### config.mk
export PLATFORM = sky130hd
export DESIGN_NAME = lmp_core
export DESIGN_NICKNAME = d
export VERILOG_FILES = /design/src/lmp_pkg.sv /design/src/lmp_core.sv /design/src/lmp_timebase.sv
export SDC_FILE = /design/constraint.sdc
export NUM_CORES = 2
export LEC_CHECK = 0
export BUFFER_PORTS_ARGS = -buffer_cell sky130_fd_sc_hd__buf_4
export CORE_ASPECT_RATIO = 0.8
export CORE_UTILIZATION = 46
export DETAILED_ROUTE_END_ITERATION = 10
export GPL_TIMING_DRIVEN = 0
export SLEW_MARGIN = 40
export SYNTH_ARGS = -nofsm -noshare
export SYNTH_HDL_FRONTEND = slang
export SYNTH_SLANG_ARGS = --single-unit
### constraint.sdc
create_clock -name core_clk -period 22.2 [get_ports core_clk]
set_input_delay 4.44 -clock core_clk [delete_from_list [all_inputs] [get_ports core_clk]]
set_output_delay 4.44 -clock core_clk [all_outputs]
set_load 0.02 [all_outputs]
### src/lmp_pkg.sv
// Constants shared by the LED matrix PWM core and its timebase.
// Assumes a single 10 MHz core clock; all counts derive from it.
package lmp_pkg;
	// ---------------------------------------------------------------
	// Register offsets
	// ---------------------------------------------------------------
	localparam logic [6:0] ADDR_CONFIG     = 7'h00;
	localparam logic [6:0] ADDR_GLOBAL     = 7'h01;
	localparam logic [6:0] ADDR_SCALE_LO   = 7'h02;
	localparam logic [6:0] ADDR_SCALE_HI   = 7'h0D;
	localparam logic [6:0] ADDR_DUTY_LO    = 7'h0E;
	localparam logic [6:0] ADDR_DUTY_HI    = 7'h55;
	localparam logic [6:0] ADDR_PULL       = 7'h60;
	localparam logic [6:0] ADDR_DETFREQ    = 7'h61;
	localparam logic [6:0] ADDR_OPEN_LO    = 7'h62;
	localparam logic [6:0] ADDR_SHORT_LO   = 7'h68;
	localparam logic [6:0] ADDR_FAULT_HI   = 7'h6D;
	localparam logic [6:0] ADDR_SPREAD     = 7'h6E;
	localparam logic [6:0] ADDR_RESET      = 7'h7F;
	localparam logic [7:0] RESET_KEY       = 8'hAE;
	// ---------------------------------------------------------------
	// Reset values
	// ---------------------------------------------------------------
	localparam logic [7:0] RST_CONFIG      = 8'h02;
	localparam logic [7:0] RST_GLOBAL      = 8'h00;
	localparam logic [7:0] RST_PULL        = 8'h34;
	localparam logic [7:0] RST_DETFREQ     = 8'h00;
	localparam logic [7:0] RST_SPREAD      = 8'h00;
	// ---------------------------------------------------------------
	// Field positions
	// ---------------------------------------------------------------
	localparam int CFG_SSD  = 0;
	localparam int CFG_PHC  = 1;
	localparam int CFG_SWS  = 4;
	localparam int CFG_RES  = 6;
	localparam int PUL_COLUMN_PULLUP_LEVEL = 0;
	localparam int PUL_CSAT = 3;
	localparam int PUL_ROW_PULLDOWN_LEVEL = 4;
	localparam int PUL_SWAT = 7;
	localparam int DF_OEN   = 0;
	localparam int DF_SEN   = 1;
	localparam int DF_MDT   = 2;
	localparam int DF_PFS   = 4;
	localparam int DF_LOW_CURRENT_ACCURACY  = 7;
	localparam int SS_EN    = 4;
	// ---------------------------------------------------------------
	// Geometry and minimum detect duty (8-bit units)
	// ---------------------------------------------------------------
	localparam int N_COL    = 12;
	localparam int N_ROW    = 3;
	localparam int N_DOT    = 36;
	localparam logic [7:0] MDT_6PCT  = 8'h0F;
	localparam logic [7:0] MDT_3PCT  = 8'h08;
	localparam logic [7:0] MDT_12PCT = 8'h1F;
	// ---------------------------------------------------------------
	// Timing
	// ---------------------------------------------------------------
	localparam int CLK_NS          = 100;
	localparam int SCAN12_NS       = 235000;
	localparam int SCAN8_NS        = 15400;
	localparam int GAP_A_NS        = 290;
	localparam int GAP_B_NS        = 120;
	localparam int SWEEP_NS        = 2099000;
	localparam int SPREAD_PERMILLE = 56;
	localparam logic [3:0] GAP_A_CYC = 4'((GAP_A_NS + CLK_NS - 1) / CLK_NS);
	localparam logic [3:0] GAP_B_CYC = 4'((GAP_B_NS + CLK_NS - 1) / CLK_NS);
	localparam int SWEEP_CYC       = SWEEP_NS / CLK_NS;
	// Phase step per clock: 2^16 phase units per scan period
	localparam logic [15:0] STEP12   = 16'(65536 * CLK_NS / SCAN12_NS);
	localparam logic [15:0] STEP8    = 16'(65536 * CLK_NS / SCAN8_NS);
	// Scan select modes
	typedef enum logic [1:0] {
		LMP_SCAN3 = 2'h0,
		LMP_SCAN3B = 2'h1,
		LMP_SCAN2 = 2'h2,
		LMP_NOSCAN = 2'h3
	} lmp_scan_t;
endpackage

### src/lmp_core.sv
// Register file, row scan, column PWM and open/short detection of the
// 12-column LED matrix driver core.
// Assumes the serial slave delivers pointer loads, data bytes and reads
// as single-cycle strobes on core_clk; fault senses are asynchronous.
`timescale 1ns/1ps
module lmp_core #(
	parameter int SWEEP_CYC = lmp_pkg::SWEEP_CYC
) (
	input  wire logic        core_clk,             // Core clock, 10 MHz
	input  wire logic        rst_n,                // Sync reset, active low
	input  wire logic        ptr_load,             // Load register pointer
	input  wire logic [6:0]  ptr_addr,             // Pointer value
	input  wire logic        data_wr,              // Write byte at pointer
	input  wire logic [7:0]  data_byte,            // Write data
	input  wire logic [6:0]  rd_addr,              // Read address
	input  wire logic        rd_req,               // Read strobe
	output logic      [7:0]  rd_data,              // Read data, registered
	input  wire logic [11:0] open_sense,           // Open comparators, async
	input  wire logic [11:0] short_sense,          // Short comparators, async
	output logic      [11:0] current_sink_column,  // Column sink enables
	output logic      [2:0]  row_switch,           // Row switch enables
	output logic             row_pulldown_en,      // Row pull-down active
	output logic      [2:0]  row_pulldown_level,   // Row pull-down level
	output logic             column_pullup_en,     // Column pull-up active
	output logic      [2:0]  column_pullup_level,  // Column pull-up level
	output logic      [7:0]  global_current_code,  // Global current code
	output logic      [95:0] channel_scale_code,   // Twelve scale codes
	output logic             low_current_accuracy, // Quarter-current mode
	output logic             detect_busy           // Detection pass running
);
	// ---------------------------------------------------------------
	// Register storage
	// ---------------------------------------------------------------
	logic [7:0]  config_q;
	logic [7:0]  global_q;
	logic [7:0]  scale_q [lmp_pkg::N_COL];
	logic [7:0]  duty_q [2 * lmp_pkg::N_DOT];
	logic [7:0]  pull_q;
	logic [7:0]  detfreq_q;
	logic [7:0]  spread_q;
	logic [6:0]  ptr_q;
	logic [35:0] open_q;
	logic [35:0] short_q;
	logic        soft_reset;
	logic        trig_wr;

	assign soft_reset = data_wr && ptr_q == lmp_pkg::ADDR_RESET
		&& data_byte == lmp_pkg::RESET_KEY;
	assign trig_wr = data_wr && ptr_q == lmp_pkg::ADDR_DETFREQ;

	always_ff @(posedge core_clk) begin
		if (!rst_n)
			ptr_q <= 7'h00;
		else if (ptr_load)
			ptr_q <= ptr_addr;
		else if (data_wr)
			ptr_q <= ptr_q + 7'h01;
	end

	always_ff @(posedge core_clk) begin
		if (!rst_n || soft_reset) begin
			config_q <= lmp_pkg::RST_CONFIG;
			global_q <= lmp_pkg::RST_GLOBAL;
			pull_q   <= lmp_pkg::RST_PULL;
			spread_q <= lmp_pkg::RST_SPREAD;
		end else if (data_wr) begin
			unique case (ptr_q)
				lmp_pkg::ADDR_CONFIG: config_q <= data_byte & 8'h7F;
				lmp_pkg::ADDR_GLOBAL: global_q <= data_byte;
				lmp_pkg::ADDR_PULL:   pull_q   <= data_byte;
				lmp_pkg::ADDR_SPREAD: spread_q <= data_byte & 8'h10;
				default: ;
			endcase
		end
	end

	genvar gi;
	generate
		for (gi = 0; gi < lmp_pkg::N_COL; gi++) begin : g_scale
			always_ff @(posedge core_clk) begin
				if (!rst_n || soft_reset)
					scale_q[gi] <= 8'h00;
				else if (data_wr && ptr_q == lmp_pkg::ADDR_SCALE_LO + 7'(gi))
					scale_q[gi] <= data_byte;
			end
			assign channel_scale_code[gi*8 +: 8] = scale_q[gi];
		end
		for (gi = 0; gi < 2 * lmp_pkg::N_DOT; gi++) begin : g_duty
			always_ff @(posedge core_clk) begin
				if (!rst_n || soft_reset)
					duty_q[gi] <= 8'h00;
				else if (data_wr && ptr_q == lmp_pkg::ADDR_DUTY_LO + 7'(gi))
					duty_q[gi] <= (gi % 2 == 1) ? (data_byte & 8'h0F) : data_byte;
			end
		end
	endgenerate

	// ---------------------------------------------------------------
	// Decoded controls
	// ---------------------------------------------------------------
	logic       running;
	logic       res8;
	logic [1:0] scan_select;
	logic [2:0] frequency_select;
	logic [2:0] nrows;
	logic [15:0] step_nom;

	assign running = config_q[lmp_pkg::CFG_SSD];
	assign res8    = config_q[lmp_pkg::CFG_RES];
	assign scan_select     = config_q[lmp_pkg::CFG_SWS +: 2];
	assign frequency_select     = detfreq_q[lmp_pkg::DF_PFS +: 3];

	// Row count per scan mode
	always_comb begin
		unique case (lmp_pkg::lmp_scan_t'(scan_select))
			lmp_pkg::LMP_SCAN2:  nrows = 3'd2;
			lmp_pkg::LMP_NOSCAN: nrows = 3'd1;
			default:             nrows = 3'd3;
		endcase
	end

	// Low codes only speed up 8-bit mode; upper codes halve from 4 kHz
	always_comb begin
		if (frequency_select[2])
			step_nom = lmp_pkg::STEP12 >> frequency_select[1:0];
		else if (res8)
			step_nom = lmp_pkg::STEP8 >> frequency_select[1:0];
		else
			step_nom = lmp_pkg::STEP12;
	end

	logic [15:0] phase;
	logic        wrap;

	lmp_timebase #(
		.SWEEP_CYC (SWEEP_CYC)
	) u_timebase (
		.core_clk  (core_clk),
		.rst_n     (rst_n),
		.run       (running),
		.step      (step_nom),
		.spread_en (spread_q[lmp_pkg::SS_EN]),
		.phase     (phase),
		.wrap      (wrap)
	);

	// ---------------------------------------------------------------
	// Row scan and non-overlap
	// ---------------------------------------------------------------
	logic [1:0] row_q;
	logic [3:0] nol_q;
	logic       gap;

	always_ff @(posedge core_clk) begin
		if (!rst_n || !running) begin
			row_q <= 2'd0;
			nol_q <= lmp_pkg::GAP_A_CYC + lmp_pkg::GAP_B_CYC;
		end else if (wrap) begin
			row_q <= (3'(row_q) + 3'd1 >= nrows) ? 2'd0 : row_q + 2'd1;
			nol_q <= lmp_pkg::GAP_A_CYC + lmp_pkg::GAP_B_CYC;
		end else if (nol_q != 4'd0) begin
			nol_q <= nol_q - 4'd1;
		end
	end

	assign gap = running && nol_q != 4'd0;

	// Rows stay dark for gap A, columns wait gap B more
	always_ff @(posedge core_clk) begin
		// A row beyond the scan length stays dark until the next wrap
		if (!rst_n || !running || scan_select == 2'b11 || nol_q > lmp_pkg::GAP_B_CYC
			|| 3'(row_q) >= nrows)
			row_switch <= 3'b000;
		else
			row_switch <= 3'(1) << row_q;
	end

	// ---------------------------------------------------------------
	// Detection sequencing
	// ---------------------------------------------------------------
	logic [11:0] open_s1, open_s2, open_s3, open_f;
	logic [11:0] short_s1, short_s2, short_s3, short_f;
	logic        det_open_q;
	logic        det_short_q;
	logic [2:0]  det_cnt_q;
	logic        last_row_done;

	always_ff @(posedge core_clk) begin
		if (!rst_n) begin
			open_s1 <= 12'h000;
			open_s2 <= 12'h000;
			open_s3 <= 12'h000;
			short_s1 <= 12'h000;
			short_s2 <= 12'h000;
			short_s3 <= 12'h000;
		end else begin
			open_s1 <= open_sense;
			open_s2 <= open_s1;
			open_s3 <= open_s2;
			short_s1 <= short_sense;
			short_s2 <= short_s1;
			short_s3 <= short_s2;
		end
	end

	// Filtered copy moves only when stages two and three agree
	always_ff @(posedge core_clk) begin
		if (!rst_n) begin
			open_f  <= 12'h000;
			short_f <= 12'h000;
		end else begin
			open_f  <= (open_s2 & open_s3) | (open_f & (open_s2 | open_s3));
			short_f <= (short_s2 & short_s3) | (short_f & (short_s2 | short_s3));
		end
	end

	// First wrap ends a partial row, so a pass spans nrows + 1 wraps
	assign last_row_done = wrap && det_cnt_q >= nrows;

	always_ff @(posedge core_clk) begin
		if (!rst_n || soft_reset) begin
			det_open_q  <= 1'b0;
			det_short_q <= 1'b0;
			detfreq_q   <= lmp_pkg::RST_DETFREQ;
			det_cnt_q   <= 3'd0;
		end else begin
			if (trig_wr) begin
				detfreq_q <= data_byte & 8'hFC;
				// A trigger write wins over a pass finishing this cycle
				det_open_q  <= data_byte[lmp_pkg::DF_OEN] | (det_open_q & !last_row_done);
				det_short_q <= data_byte[lmp_pkg::DF_SEN] | (det_short_q & !last_row_done);
			end else if (last_row_done) begin
				det_open_q  <= 1'b0;
				det_short_q <= 1'b0;
			end
			if (trig_wr && (data_byte[lmp_pkg::DF_OEN] || data_byte[lmp_pkg::DF_SEN]))
				det_cnt_q <= 3'd0;
			else if (detect_busy && wrap)
				det_cnt_q <= last_row_done ? 3'd0 : det_cnt_q + 3'd1;
		end
	end

	assign detect_busy = det_open_q || det_short_q;

	generate
		for (gi = 0; gi < lmp_pkg::N_ROW; gi++) begin : g_fault
			always_ff @(posedge core_clk) begin
				if (!rst_n || soft_reset) begin
					open_q[gi*12 +: 12]  <= 12'h000;
					short_q[gi*12 +: 12] <= 12'h000;
				end else if (wrap && det_cnt_q != 3'd0 && row_q == 2'(gi)) begin
					if (det_open_q)
						open_q[gi*12 +: 12] <= open_f;
					if (det_short_q)
						short_q[gi*12 +: 12] <= short_f;
				end
			end
		end
	endgenerate

	// ---------------------------------------------------------------
	// Column PWM
	// ---------------------------------------------------------------
	logic [7:0] min8;

	always_comb begin
		unique case (detfreq_q[lmp_pkg::DF_MDT +: 2])
			2'b00:   min8 = lmp_pkg::MDT_6PCT;
			2'b01:   min8 = lmp_pkg::MDT_3PCT;
			default: min8 = res8 ? lmp_pkg::MDT_12PCT : lmp_pkg::MDT_6PCT;
		endcase
	end

	generate
		for (gi = 0; gi < lmp_pkg::N_COL; gi++) begin : g_col
			logic [5:0]  dot;
			logic [11:0] duty;
			logic [11:0] dmin;
			logic [15:0] ph;
			logic        lit;
			assign dot = 6'(32'(row_q) * lmp_pkg::N_COL + gi);
			// Odd columns run half a period late when phase choice is set
			assign ph = (gi % 2 == 1 && config_q[lmp_pkg::CFG_PHC]) ? phase + 16'h8000 : phase;
			assign dmin = res8 ? {4'h0, min8} : {min8, 4'h0};
			always_comb begin
				if (res8)
					duty = {4'h0, duty_q[2 * dot]};
				else
					duty = {duty_q[2 * dot + 1][3:0], duty_q[2 * dot]};
				if (detect_busy && duty < dmin)
					duty = dmin;
				lit = res8 ? ({4'h0, ph[15:8]} < duty) : (ph[15:4] < duty);
			end
			always_ff @(posedge core_clk) begin
				if (!rst_n || !running || gap)
					current_sink_column[gi] <= 1'b0;
				else
					current_sink_column[gi] <= lit;
			end
		end
	endgenerate

	// ---------------------------------------------------------------
	// Pull levels and current codes
	// ---------------------------------------------------------------
	assign row_pulldown_level  = pull_q[lmp_pkg::PUL_ROW_PULLDOWN_LEVEL +: 3];
	assign column_pullup_level = pull_q[lmp_pkg::PUL_COLUMN_PULLUP_LEVEL +: 3];
	assign row_pulldown_en  = running && row_pulldown_level != 3'b000
		&& (pull_q[lmp_pkg::PUL_SWAT] || gap);
	assign column_pullup_en = running && column_pullup_level != 3'b000
		&& (pull_q[lmp_pkg::PUL_CSAT] || gap);
	assign global_current_code  = global_q;
	assign low_current_accuracy = detfreq_q[lmp_pkg::DF_LOW_CURRENT_ACCURACY];

	// ---------------------------------------------------------------
	// Read path
	// ---------------------------------------------------------------
	logic [7:0] rd_mux;
	logic [6:0] fidx;
	logic [5:0] fbase;

	always_comb begin
		fidx   = rd_addr - lmp_pkg::ADDR_OPEN_LO;
		fbase  = 6'(32'(fidx % 7'd6) * 6);
		rd_mux = 8'h00;
		if (rd_addr == lmp_pkg::ADDR_CONFIG)
			rd_mux = config_q;
		else if (rd_addr == lmp_pkg::ADDR_GLOBAL)
			rd_mux = global_q;
		else if (rd_addr >= lmp_pkg::ADDR_SCALE_LO && rd_addr <= lmp_pkg::ADDR_SCALE_HI)
			rd_mux = scale_q[4'(rd_addr - lmp_pkg::ADDR_SCALE_LO)];
		else if (rd_addr == lmp_pkg::ADDR_PULL)
			rd_mux = pull_q;
		else if (rd_addr == lmp_pkg::ADDR_DETFREQ)
			rd_mux = {detfreq_q[7:2], det_short_q, det_open_q};
		else if (rd_addr >= lmp_pkg::ADDR_OPEN_LO && rd_addr < lmp_pkg::ADDR_SHORT_LO)
			rd_mux = {2'b00, open_q[fbase +: 6]};
		else if (rd_addr >= lmp_pkg::ADDR_SHORT_LO && rd_addr <= lmp_pkg::ADDR_FAULT_HI)
			rd_mux = {2'b00, short_q[fbase +: 6]};
		else if (rd_addr == lmp_pkg::ADDR_SPREAD)
			rd_mux = spread_q;
	end

	always_ff @(posedge core_clk) begin
		if (!rst_n)
			rd_data <= 8'h00;
		else if (rd_req)
			rd_data <= rd_mux;
	end

	// ---------------------------------------------------------------
	// Checks
	// ---------------------------------------------------------------
	a_shutdown_dark: assert property (@(posedge core_clk) disable iff (!rst_n)
		!running |=> current_sink_column == 12'h000 && row_switch == 3'b000)
		else $error("outputs active during soft shutdown");
	a_ptr_increment: assert property (@(posedge core_clk) disable iff (!rst_n)
		data_wr && !ptr_load |=> ptr_q == $past(ptr_q) + 7'h01)
		else $error("pointer did not advance after data byte");
	a_two_row_scan: assert property (@(posedge core_clk) disable iff (!rst_n)
		scan_select == 2'b10 |=> !row_switch[2])
		else $error("third row driven in two-row mode");
	a_noscan_rows: assert property (@(posedge core_clk) disable iff (!rst_n)
		scan_select == 2'b11 |=> row_switch == 3'b000)
		else $error("rows switched with scanning off");
	a_gap_columns: assert property (@(posedge core_clk) disable iff (!rst_n)
		running && wrap && !soft_reset |=> ##1 (current_sink_column == 12'h000) [*2])
		else $error("columns lit during non-overlap gap");
	a_pulldown_gap: assert property (@(posedge core_clk) disable iff (!rst_n)
		row_pulldown_en |-> row_pulldown_level != 3'b000
		&& (pull_q[lmp_pkg::PUL_SWAT] || gap))
		else $error("row pull-down outside allowed time");
	a_pullup_gap: assert property (@(posedge core_clk) disable iff (!rst_n)
		column_pullup_en |-> column_pullup_level != 3'b000
		&& (pull_q[lmp_pkg::PUL_CSAT] || gap))
		else $error("column pull-up outside allowed time");
	a_fault_top_zero: assert property (@(posedge core_clk) disable iff (!rst_n)
		rd_req && rd_addr >= lmp_pkg::ADDR_OPEN_LO && rd_addr <= lmp_pkg::ADDR_FAULT_HI
		|=> rd_data[7:6] == 2'b00)
		else $error("fault register top bits not zero");
	a_detect_ends: assert property (@(posedge core_clk) disable iff (!rst_n)
		detect_busy && last_row_done && !trig_wr |=> !detect_busy)
		else $error("detection pass did not end");
	a_reset_pull: assert property (@(posedge core_clk)
		!rst_n |=> pull_q == lmp_pkg::RST_PULL && config_q == lmp_pkg::RST_CONFIG)
		else $error("reset values wrong");
endmodule

### src/lmp_timebase.sv
// PWM phase generator with optional triangular spread-spectrum dither.
// Assumes the step input is held stable by the register core.
`timescale 1ns/1ps
module lmp_timebase #(
	parameter int SWEEP_CYC = lmp_pkg::SWEEP_CYC
) (
	input  wire logic        core_clk,   // Core clock
	input  wire logic        rst_n,      // Sync reset, active low
	input  wire logic        run,        // Phase advances while high
	input  wire logic [15:0] step,       // Nominal phase step per clock
	input  wire logic        spread_en,  // Dither enable
	output logic      [15:0] phase,      // Current phase
	output logic             wrap        // One-cycle pulse at period end
);
	// ---------------------------------------------------------------
	// Triangle sweep: 512 slots per sweep cycle
	// ---------------------------------------------------------------
	localparam int SLOT_CYC = (SWEEP_CYC / 512 > 0) ? SWEEP_CYC / 512 : 1;

	logic [15:0] slot_q;
	logic [7:0]  tri_q;
	logic        dir_up_q;
	logic [15:0] phase_q;
	logic [16:0] sum_d;
	logic [23:0] amp;
	logic [23:0] off;
	logic [15:0] step_eff;

	always_ff @(posedge core_clk) begin
		if (!rst_n || !spread_en) begin
			slot_q   <= 16'h0000;
			tri_q    <= 8'h80;
			dir_up_q <= 1'b1;
		end else if (slot_q >= 16'(SLOT_CYC - 1)) begin
			slot_q <= 16'h0000;
			tri_q  <= dir_up_q ? tri_q + 8'h01 : tri_q - 8'h01;
			if (dir_up_q && tri_q == 8'hFE)
				dir_up_q <= 1'b0;
			else if (!dir_up_q && tri_q == 8'h01)
				dir_up_q <= 1'b1;
		end else begin
			slot_q <= slot_q + 16'h0001;
		end
	end

	// Amplitude is the spread fraction of the step; offset spans 0..2*amp, so step + off - amp spans -amp..+amp
	always_comb begin
		amp = 24'((32'(step) * lmp_pkg::SPREAD_PERMILLE) / 1000);
		off = 24'((amp * 24'(tri_q)) >> 7);
		step_eff = spread_en ? 16'(24'(step) + off - amp) : step;
		sum_d = 17'(phase_q) + 17'(step_eff);
	end

	always_ff @(posedge core_clk) begin
		if (!rst_n || !run)
			phase_q <= 16'h0000;
		else
			phase_q <= sum_d[15:0];
	end

	assign phase = phase_q;
	assign wrap  = run && sum_d[16];
endmodule

# Yosys cells after proc, flatten, opt, wreduce, memory -nomap -nowiden
# Memory sizes are Yosys's and may differ from the RTL's.
# Index checks and enable logic that the tools add are counted.
# totals
reg_bits	280
ramBits	672
inputBits	51
out_inout_bits	137
elab_cells	895
mem_count	2
# classes
n_addsub	37
mul	4
n_div	2
order_cmp	47
eq_ne	101
shifts	5
muxes	400
n_bitwise	96
n_reduce_logical	158
# memory_table
name	depth	word_bits	rd	rd_clocked_by_memory_dff	wr	line_no	rtl
duty_q	72	8	24	0	72	lmp_core.sv:37	logic [7:0] duty_q [2 * lmp_pkg::N_DOT];
scale_q	12	8	13	0	12	lmp_core.sv:36	logic [7:0] scale_q [lmp_pkg::N_COL];
# ops
cell	count
8-bit 2-to-1 mux	90
12-bit 2-to-1 mux	25
12-bit less-than comparator	24
1-bit 2-to-1 mux	271
7-bit by 6-bit equality test with 1-bit output, second input constant	32
7-bit equality test, second input constant	29
8-bit by 12-bit less-than comparator with 1-bit output	12
1-bit logical AND	117
7-bit by 5-bit equality test with 1-bit output, second input constant	16
7-bit by 1-bit adder with 7-bit output, second input constant	13
1-bit bitwise OR	86
36-bit by 7-bit indexed part select with 6-bit output	2
16-bit 2-to-1 mux	4
7-bit by 4-bit equality test with 1-bit output, second input constant	8
12-bit bitwise AND	4
12-bit bitwise OR	4
22-bit by 10-bit divider with 32-bit output, second input constant	1
7-bit by 3-bit remainder unit with 32-bit output, second input constant	1
32-bit by 2-bit multiplier with 5-bit output, second input constant	1
7-bit by 3-bit equality test with 1-bit output, second input constant	4
6-bit by 3-bit adder with 6-bit output, second input constant	4
6-bit by 4-bit adder with 6-bit output, second input constant	4
24-bit by 8-bit multiplier with 23-bit output	1
2-bit AND reduction	11
51 further kinds	86

# Logic depth before layout (Yosys ltp)
# depth
ltp_word	16
mapped_depth	83

# By module
# A second synthesis with hierarchy kept.
# hier_totals
hier_cells	5862
area_unflattened_um2	59980.0
# by_module_without_submodules
module	n_inst	cells_each	area_per_inst_um2	seq_area_each_um2
lmp_core	1	4427	48455.2	20639.8
lmp_timebase	1	1435	11524.8	820.8

# Worst setup path after synthesis
# No wires, ideal clock.
# synth_timing
path_type	flip-flop to flip-flop
startpoint	register detfreq_q[4]
endpoint	register short_q[12]
setup_time_ns	0.070
arrival_time_ns	15.791
required_ns	22.130
slack_ns	6.339
stages_incl_launch_ff	75
path_buffers	5
synth_period_minus_slack_ns	15.861
cell_sequence	dfxtp_1 > inv_1 > ha_1 > and3b_1 > or2_2 > clkbuf_1 > inv_1 > ha_1 > inv_1 > ha_1 > ha_1 > fa_1 > a21oi_1 > o211ai_2 > o211ai_1 > o2111ai_2 > nor3_1 > ha_1 > [39 not listed] > a21boi_0 > o21ai_0 > nand2_1 > and2_1 > o21ai_0 > nand2b_1 > a21oi_1 > o21bai_1 > a21oi_1 > o21bai_1 > a21o_1 > a21o_1 > nand2_1 > nor3b_1 > clkbuf_1 > buf_1 > nand3_1 > a21oi_1
# synth_via
elab_chain_cells	14
elab_cells_between_ends	15
classes_between	add/sub (3); mul (2); div (1); shift (2); mux (3); reduce/logical (4)
# synth_rtl
element	line_no	rtl
start: declaration	lmp_core.sv:39	logic [7:0] detfreq_q;
start signal: assignment	lmp_core.sv:224	detfreq_q <= lmp_pkg::RST_DETFREQ;
start signal: assignment	lmp_core.sv:228	detfreq_q <= data_byte & 8'hFC;
9-bit by 2-bit >> shifter with 16-bit output	lmp_core.sv:127	step_nom = lmp_pkg::STEP8 >> frequency_select[1:0];
16-bit 2-to-1 mux	lmp_core.sv:126	else if (res8)
16-bit 2-to-1 mux *	lmp_core.sv:124	if (frequency_select[2])
16-bit by 3-bit multiplier with 19-bit output	lmp_timebase.sv:48	amp = 24'((32'(step) * lmp_pkg::SPREAD_PERMILLE) / 1000);
22-bit by 10-bit divider with 32-bit output	lmp_timebase.sv:48	
24-bit by 8-bit multiplier with 23-bit output	lmp_timebase.sv:49	off = 24'((amp * 24'(tri_q)) >> 7);
16-bit adder	lmp_timebase.sv:50	step_eff = spread_en ? 16'(24'(step) + off - amp) : step;
16-bit subtractor	lmp_timebase.sv:50	
16-bit 2-to-1 mux *	lmp_timebase.sv:50	
16-bit by 16-bit adder with 17-bit output *	lmp_timebase.sv:51	sum_d = 17'(phase_q) + 17'(step_eff);
1-bit logical AND *	lmp_timebase.sv:62	assign wrap = run && sum_d[16];
1-bit logical AND * (2 in a row)	lmp_core.sv:251	end else if (wrap && det_cnt_q != 3'd0 && row_q == 2'(gi)) begin
2-bit AND reduction (no line) *	-	
end signal: indexed assignment	lmp_core.sv:255	short_q[gi*12 +: 12] <= short_f;
end: declaration	lmp_core.sv:43	logic [35:0] short_q;
# Every way passes the cells marked *; elsewhere a longest branch is shown, timed or not.
# A chain may end at the register's enable or synchronous reset.

# Final worst setup path
# layout_timing
startpoint	register config_q[6]
endpoint	register open_q[34]
# layout_via
elab_chain_cells	13
# layout_rtl
element	line_no	rtl
start: declaration	lmp_core.sv:34	logic [7:0] config_q;
start signal: assignment	lmp_core.sv:62	config_q <= lmp_pkg::RST_CONFIG;
start signal: assignment	lmp_core.sv:68	lmp_pkg::ADDR_CONFIG: config_q <= data_byte & 8'h7F;
16-bit 2-to-1 mux *	lmp_core.sv:126	
16-bit 2-to-1 mux *	lmp_core.sv:124	
16-bit by 3-bit multiplier with 19-bit output	lmp_timebase.sv:48	
22-bit by 10-bit divider with 32-bit output	lmp_timebase.sv:48	
24-bit by 8-bit multiplier with 23-bit output	lmp_timebase.sv:49	
16-bit adder	lmp_timebase.sv:50	
16-bit subtractor	lmp_timebase.sv:50	
16-bit 2-to-1 mux *	lmp_timebase.sv:50	
16-bit by 16-bit adder with 17-bit output *	lmp_timebase.sv:51	
1-bit logical AND *	lmp_timebase.sv:62	
1-bit logical AND * (2 in a row)	lmp_core.sv:251	
2-bit AND reduction (no line) *	-	
end signal: indexed assignment	lmp_core.sv:253	open_q[gi*12 +: 12] <= open_f;
end: declaration	lmp_core.sv:42	logic [35:0] open_q;
# Marks and branches as above.

==> impl_metrics.toml <==
[logic_synthesis]
synth.area.top_cells = "edfxtp_1 29%, mux4_2 13%, dfxtp_1 10%, ha_1 10%, nor2_1 4.5%"
synth_edf_count = 528
async_flop_share = 0
synthSimpleGateAreaFrac = 0.166
yosysSeqAreaShare = 0.396
synth_area_um2 = 54200
synth_cells = 5266
synth_top_area_frac = 0.293
synthMuxAreaShare = 0.159
syn_area_per_cell_um2 = 10.3
ys_top_cells_by_count = "647 x nor2_1, 528 x edfxtp_1, 433 x ha_1, 428 x nand2_1, 326 x o21ai_0"
synth-adder-area-share = 0.113
synth_top_family_by_area = "simple AND/OR/NAND/NOR gates"
synth_xor_area_frac = 0.0132
synth_compound_area_frac = 0.115
synth_top_cell_by_area = "edfxtp_1"
yosysMostFrequentCell = "nor2_1"
ys_ff_latch = 808
ys.flop_type = "edfxtp_1"
post_synth_num_cell_types = 95
yosys_warnings = 0

[clock_tree]
clock_latency_ns = 0.74
cts_resized = 0
cts_buffer_depth = 3
cts_tree = "done"
clock-sinks = 808
clk_pin_slew_ns = 0.06
clock-root-buffer = "clkbuf_16"
ctsHoldBuffers = 0
numCtsBuffers = 87
htree_levels = 3
postCtsSetupBuffers = 0

[worst_setup_path]
cp_slowest_cell = "dfxtp_2"
crit_path_start_kind = "register"
cp_slowest_stage_delay_ns = 0.77
worstPathMaxFanout = 17
crit_top_cell = "fa_1"
end_kind = "register"
worstPathRequired_ns = 22.83
arrival_ns = 19.97
critPathKind = "register to register"

[floorplanning]
start_util = 0.464
die_w_um = 386
row_count = 112
dieArea_um2 = 119000
num_io_pins = 188
die_h_um = 309
coreArea_um2 = 117000

[place]
dp_hpwl_um = 170000
gp_congestion = 1.02
portBuffers = 181

[timing]
setup-violations-final = 0
skew_ns = 0.0772
slew_violations = 0
period_minus_slack_ns = 19.35
final_min_period_over_clock_period = 0.871
maxSlewHeadroom = 0.314
rsz0062_at_grt = "no"
tns_ns = 0
hold_ws_ns = 0.433
fmax_mhz = 51.7
tightest_slew_ns = 1.02
final_hold_viol_count = 0

[layout]
syn2layout_area_growth_pct = 13.0
fillerInstances = 10500
finalNetCount = 6118
drive_gt1_frac = 0.161

[pwr]
ir_worst_vdd_v = 0.0000626
p_total_w = 0.00400
p_leak_nw = 23.7
p_per_area_nw_per_um2 = 65.3

[drt]
first_iter_violations = 7132
drcViolationCount = 0
routed_wirelength_um = 221000
via_count = 46800
firstDrtPassIters = 7
vias_per_cell = 6.49
avgRoutedWirePerCell_um = 30.7
detail-route-antenna-nets = 0

[grt]
grt_max_degree = 34
grt_overflow = 0
grtUsageTotal = 0.369
grt_pass1_vias = 43700
grt_first_pass_wirelength_um = 314000
antenna_found_initial = 17

[hold_path]
holdCritPathClass = "register to register"

[flow_run]
maxCapViolCount = 0

[outcome]
outcome = "completed"
==> critical path: cells and delay by family, from the launching register on <==
family,cells,cell delay [ns]
AO/OA/AOI/OAI,30,6.21
adder cells (fa/ha/maj),13,5.44
AND/OR/NAND/NOR,13,3.08
buffers and inverters,13,2.72
multiplexers,3,0.89
flip-flops,1,0.77
XOR/XNOR,1,0.12
==> metal layers <==
layer	wire [um]	vias up	track usage
li1	-	20000	-
met1	88900	22900	0.512
met5	190	-	0
met3	31500	551	0.132
met2	90000	3287	0.519
met4	10900	21	0.150
==> cell usage in the layout, fill, tap and decap left out, drive strengths merged, types with 13 or more instances in the layout <==
master	instances
o21ai	334
nor2b	122
edfxtp	528
a211oi	67
xor2	32
conb	21
o21a	52
a21boi	39
nor3	62
nand2b	64
o311ai	14
o22ai	14
clkinv	34
xnor2	49
inv	135
a21oi	307
o211ai	35
nor2	648
nor3b	16
fa	36
a31oi	13
and2	156
clkbuf	425
mux2	35
a21o	57
and3	193
ha	433
mux2i	128
nand3	105
mux4	308
dfxtp	280
buf	301
nand4	47
nand2	428
==> logic make-up (layout without fill, tap and decap cells) <==
kind of cell               after synthesis  count (layout)
buffers and inverters                  521             902
other                                    2              26
DFF                                    808             808
muxes                                  471             471
xor gates and xnor gates                81              81
and+or+nand+nor                       1887            1887
adders and majority gates              470             470
AOI/OAI and AO/OA                     1026            1026
==> power by group <==
group	internal, W	total, W	switching [W]
combinational	0.000297	0.000872	0.000575
sequential	0.00164	0.00168	0.0000386
clock	0.000787	0.00145	0.000659
total	0.00273	0.00400	0.00127
==> layout make-up <==
| class | count | area [um^2] | share of cell area |
|---|---|---|---|
| Multi-Input combinational cell | 3956 | 31100 | 0.508 |
| Sequential cell | 808 | 21500 | 0.351 |
| Clock buffer | 113 | 2350 | 0.0383 |
| Tap cell | 1539 | 1930 | 0.0314 |
| Timing Repair Buffer | 224 | 1870 | 0.0306 |
| Buffer | 389 | 1630 | 0.0266 |
| Inverter | 132 | 495 | 0.00809 |
| Clock inverter | 44 | 403 | 0.00658 |
| Antenna cell | 5 | 12.5 | 0.000204 |
==> per-stage QoR <==
stage / setup slack [ns] / cell area, um^2 / util / std cells
floorplan: 6.34 / 54300 / - / 5285
global placement: 2.05 / 57600 / 0.493 / 7005
detailed placement: 3.09 / 58400 / 0.500 / 7045
CTS: 3.00 / 61200 / 0.524 / 7202
global route: 1.40 / 61300 / 0.525 / 7206
finish: 2.85 / 61300 / 0.525 / 7210
==> final timing paths <==
kind | start | to | slack, ns | cells past startpoint
worst max-delay path | config_q[6] | open_q[34] | 2.85 | 73
worst min-delay path | short_s1[11] | short_s2[11] | 0.43 | 1
worst max register to register | config_q[6] | open_q[34] | 2.85 | 73
worst min register to register | short_s1[11] | short_s2[11] | 0.43 | 1
==> flip-flops by register name, summed over array words and instances, names as in the netlist, 6 cells and up <==
signal and flops:
short_s1 12, short_s3 12, current_sink_column 12, config_q 7, short_s2 12, scale_q 96
short_q 36, open_f 12, global_current_code 8, open_s1 12, ptr_q 7, duty_q 432
u_timebase.tri_q 8, rd_data 8, short_f 12, detfreq_q 6, open_s3 12, open_q 36
u_timebase.phase 16, pull_q 8, open_s2 12, u_timebase.slot_q 16
(Power assumes the default switching activity.)
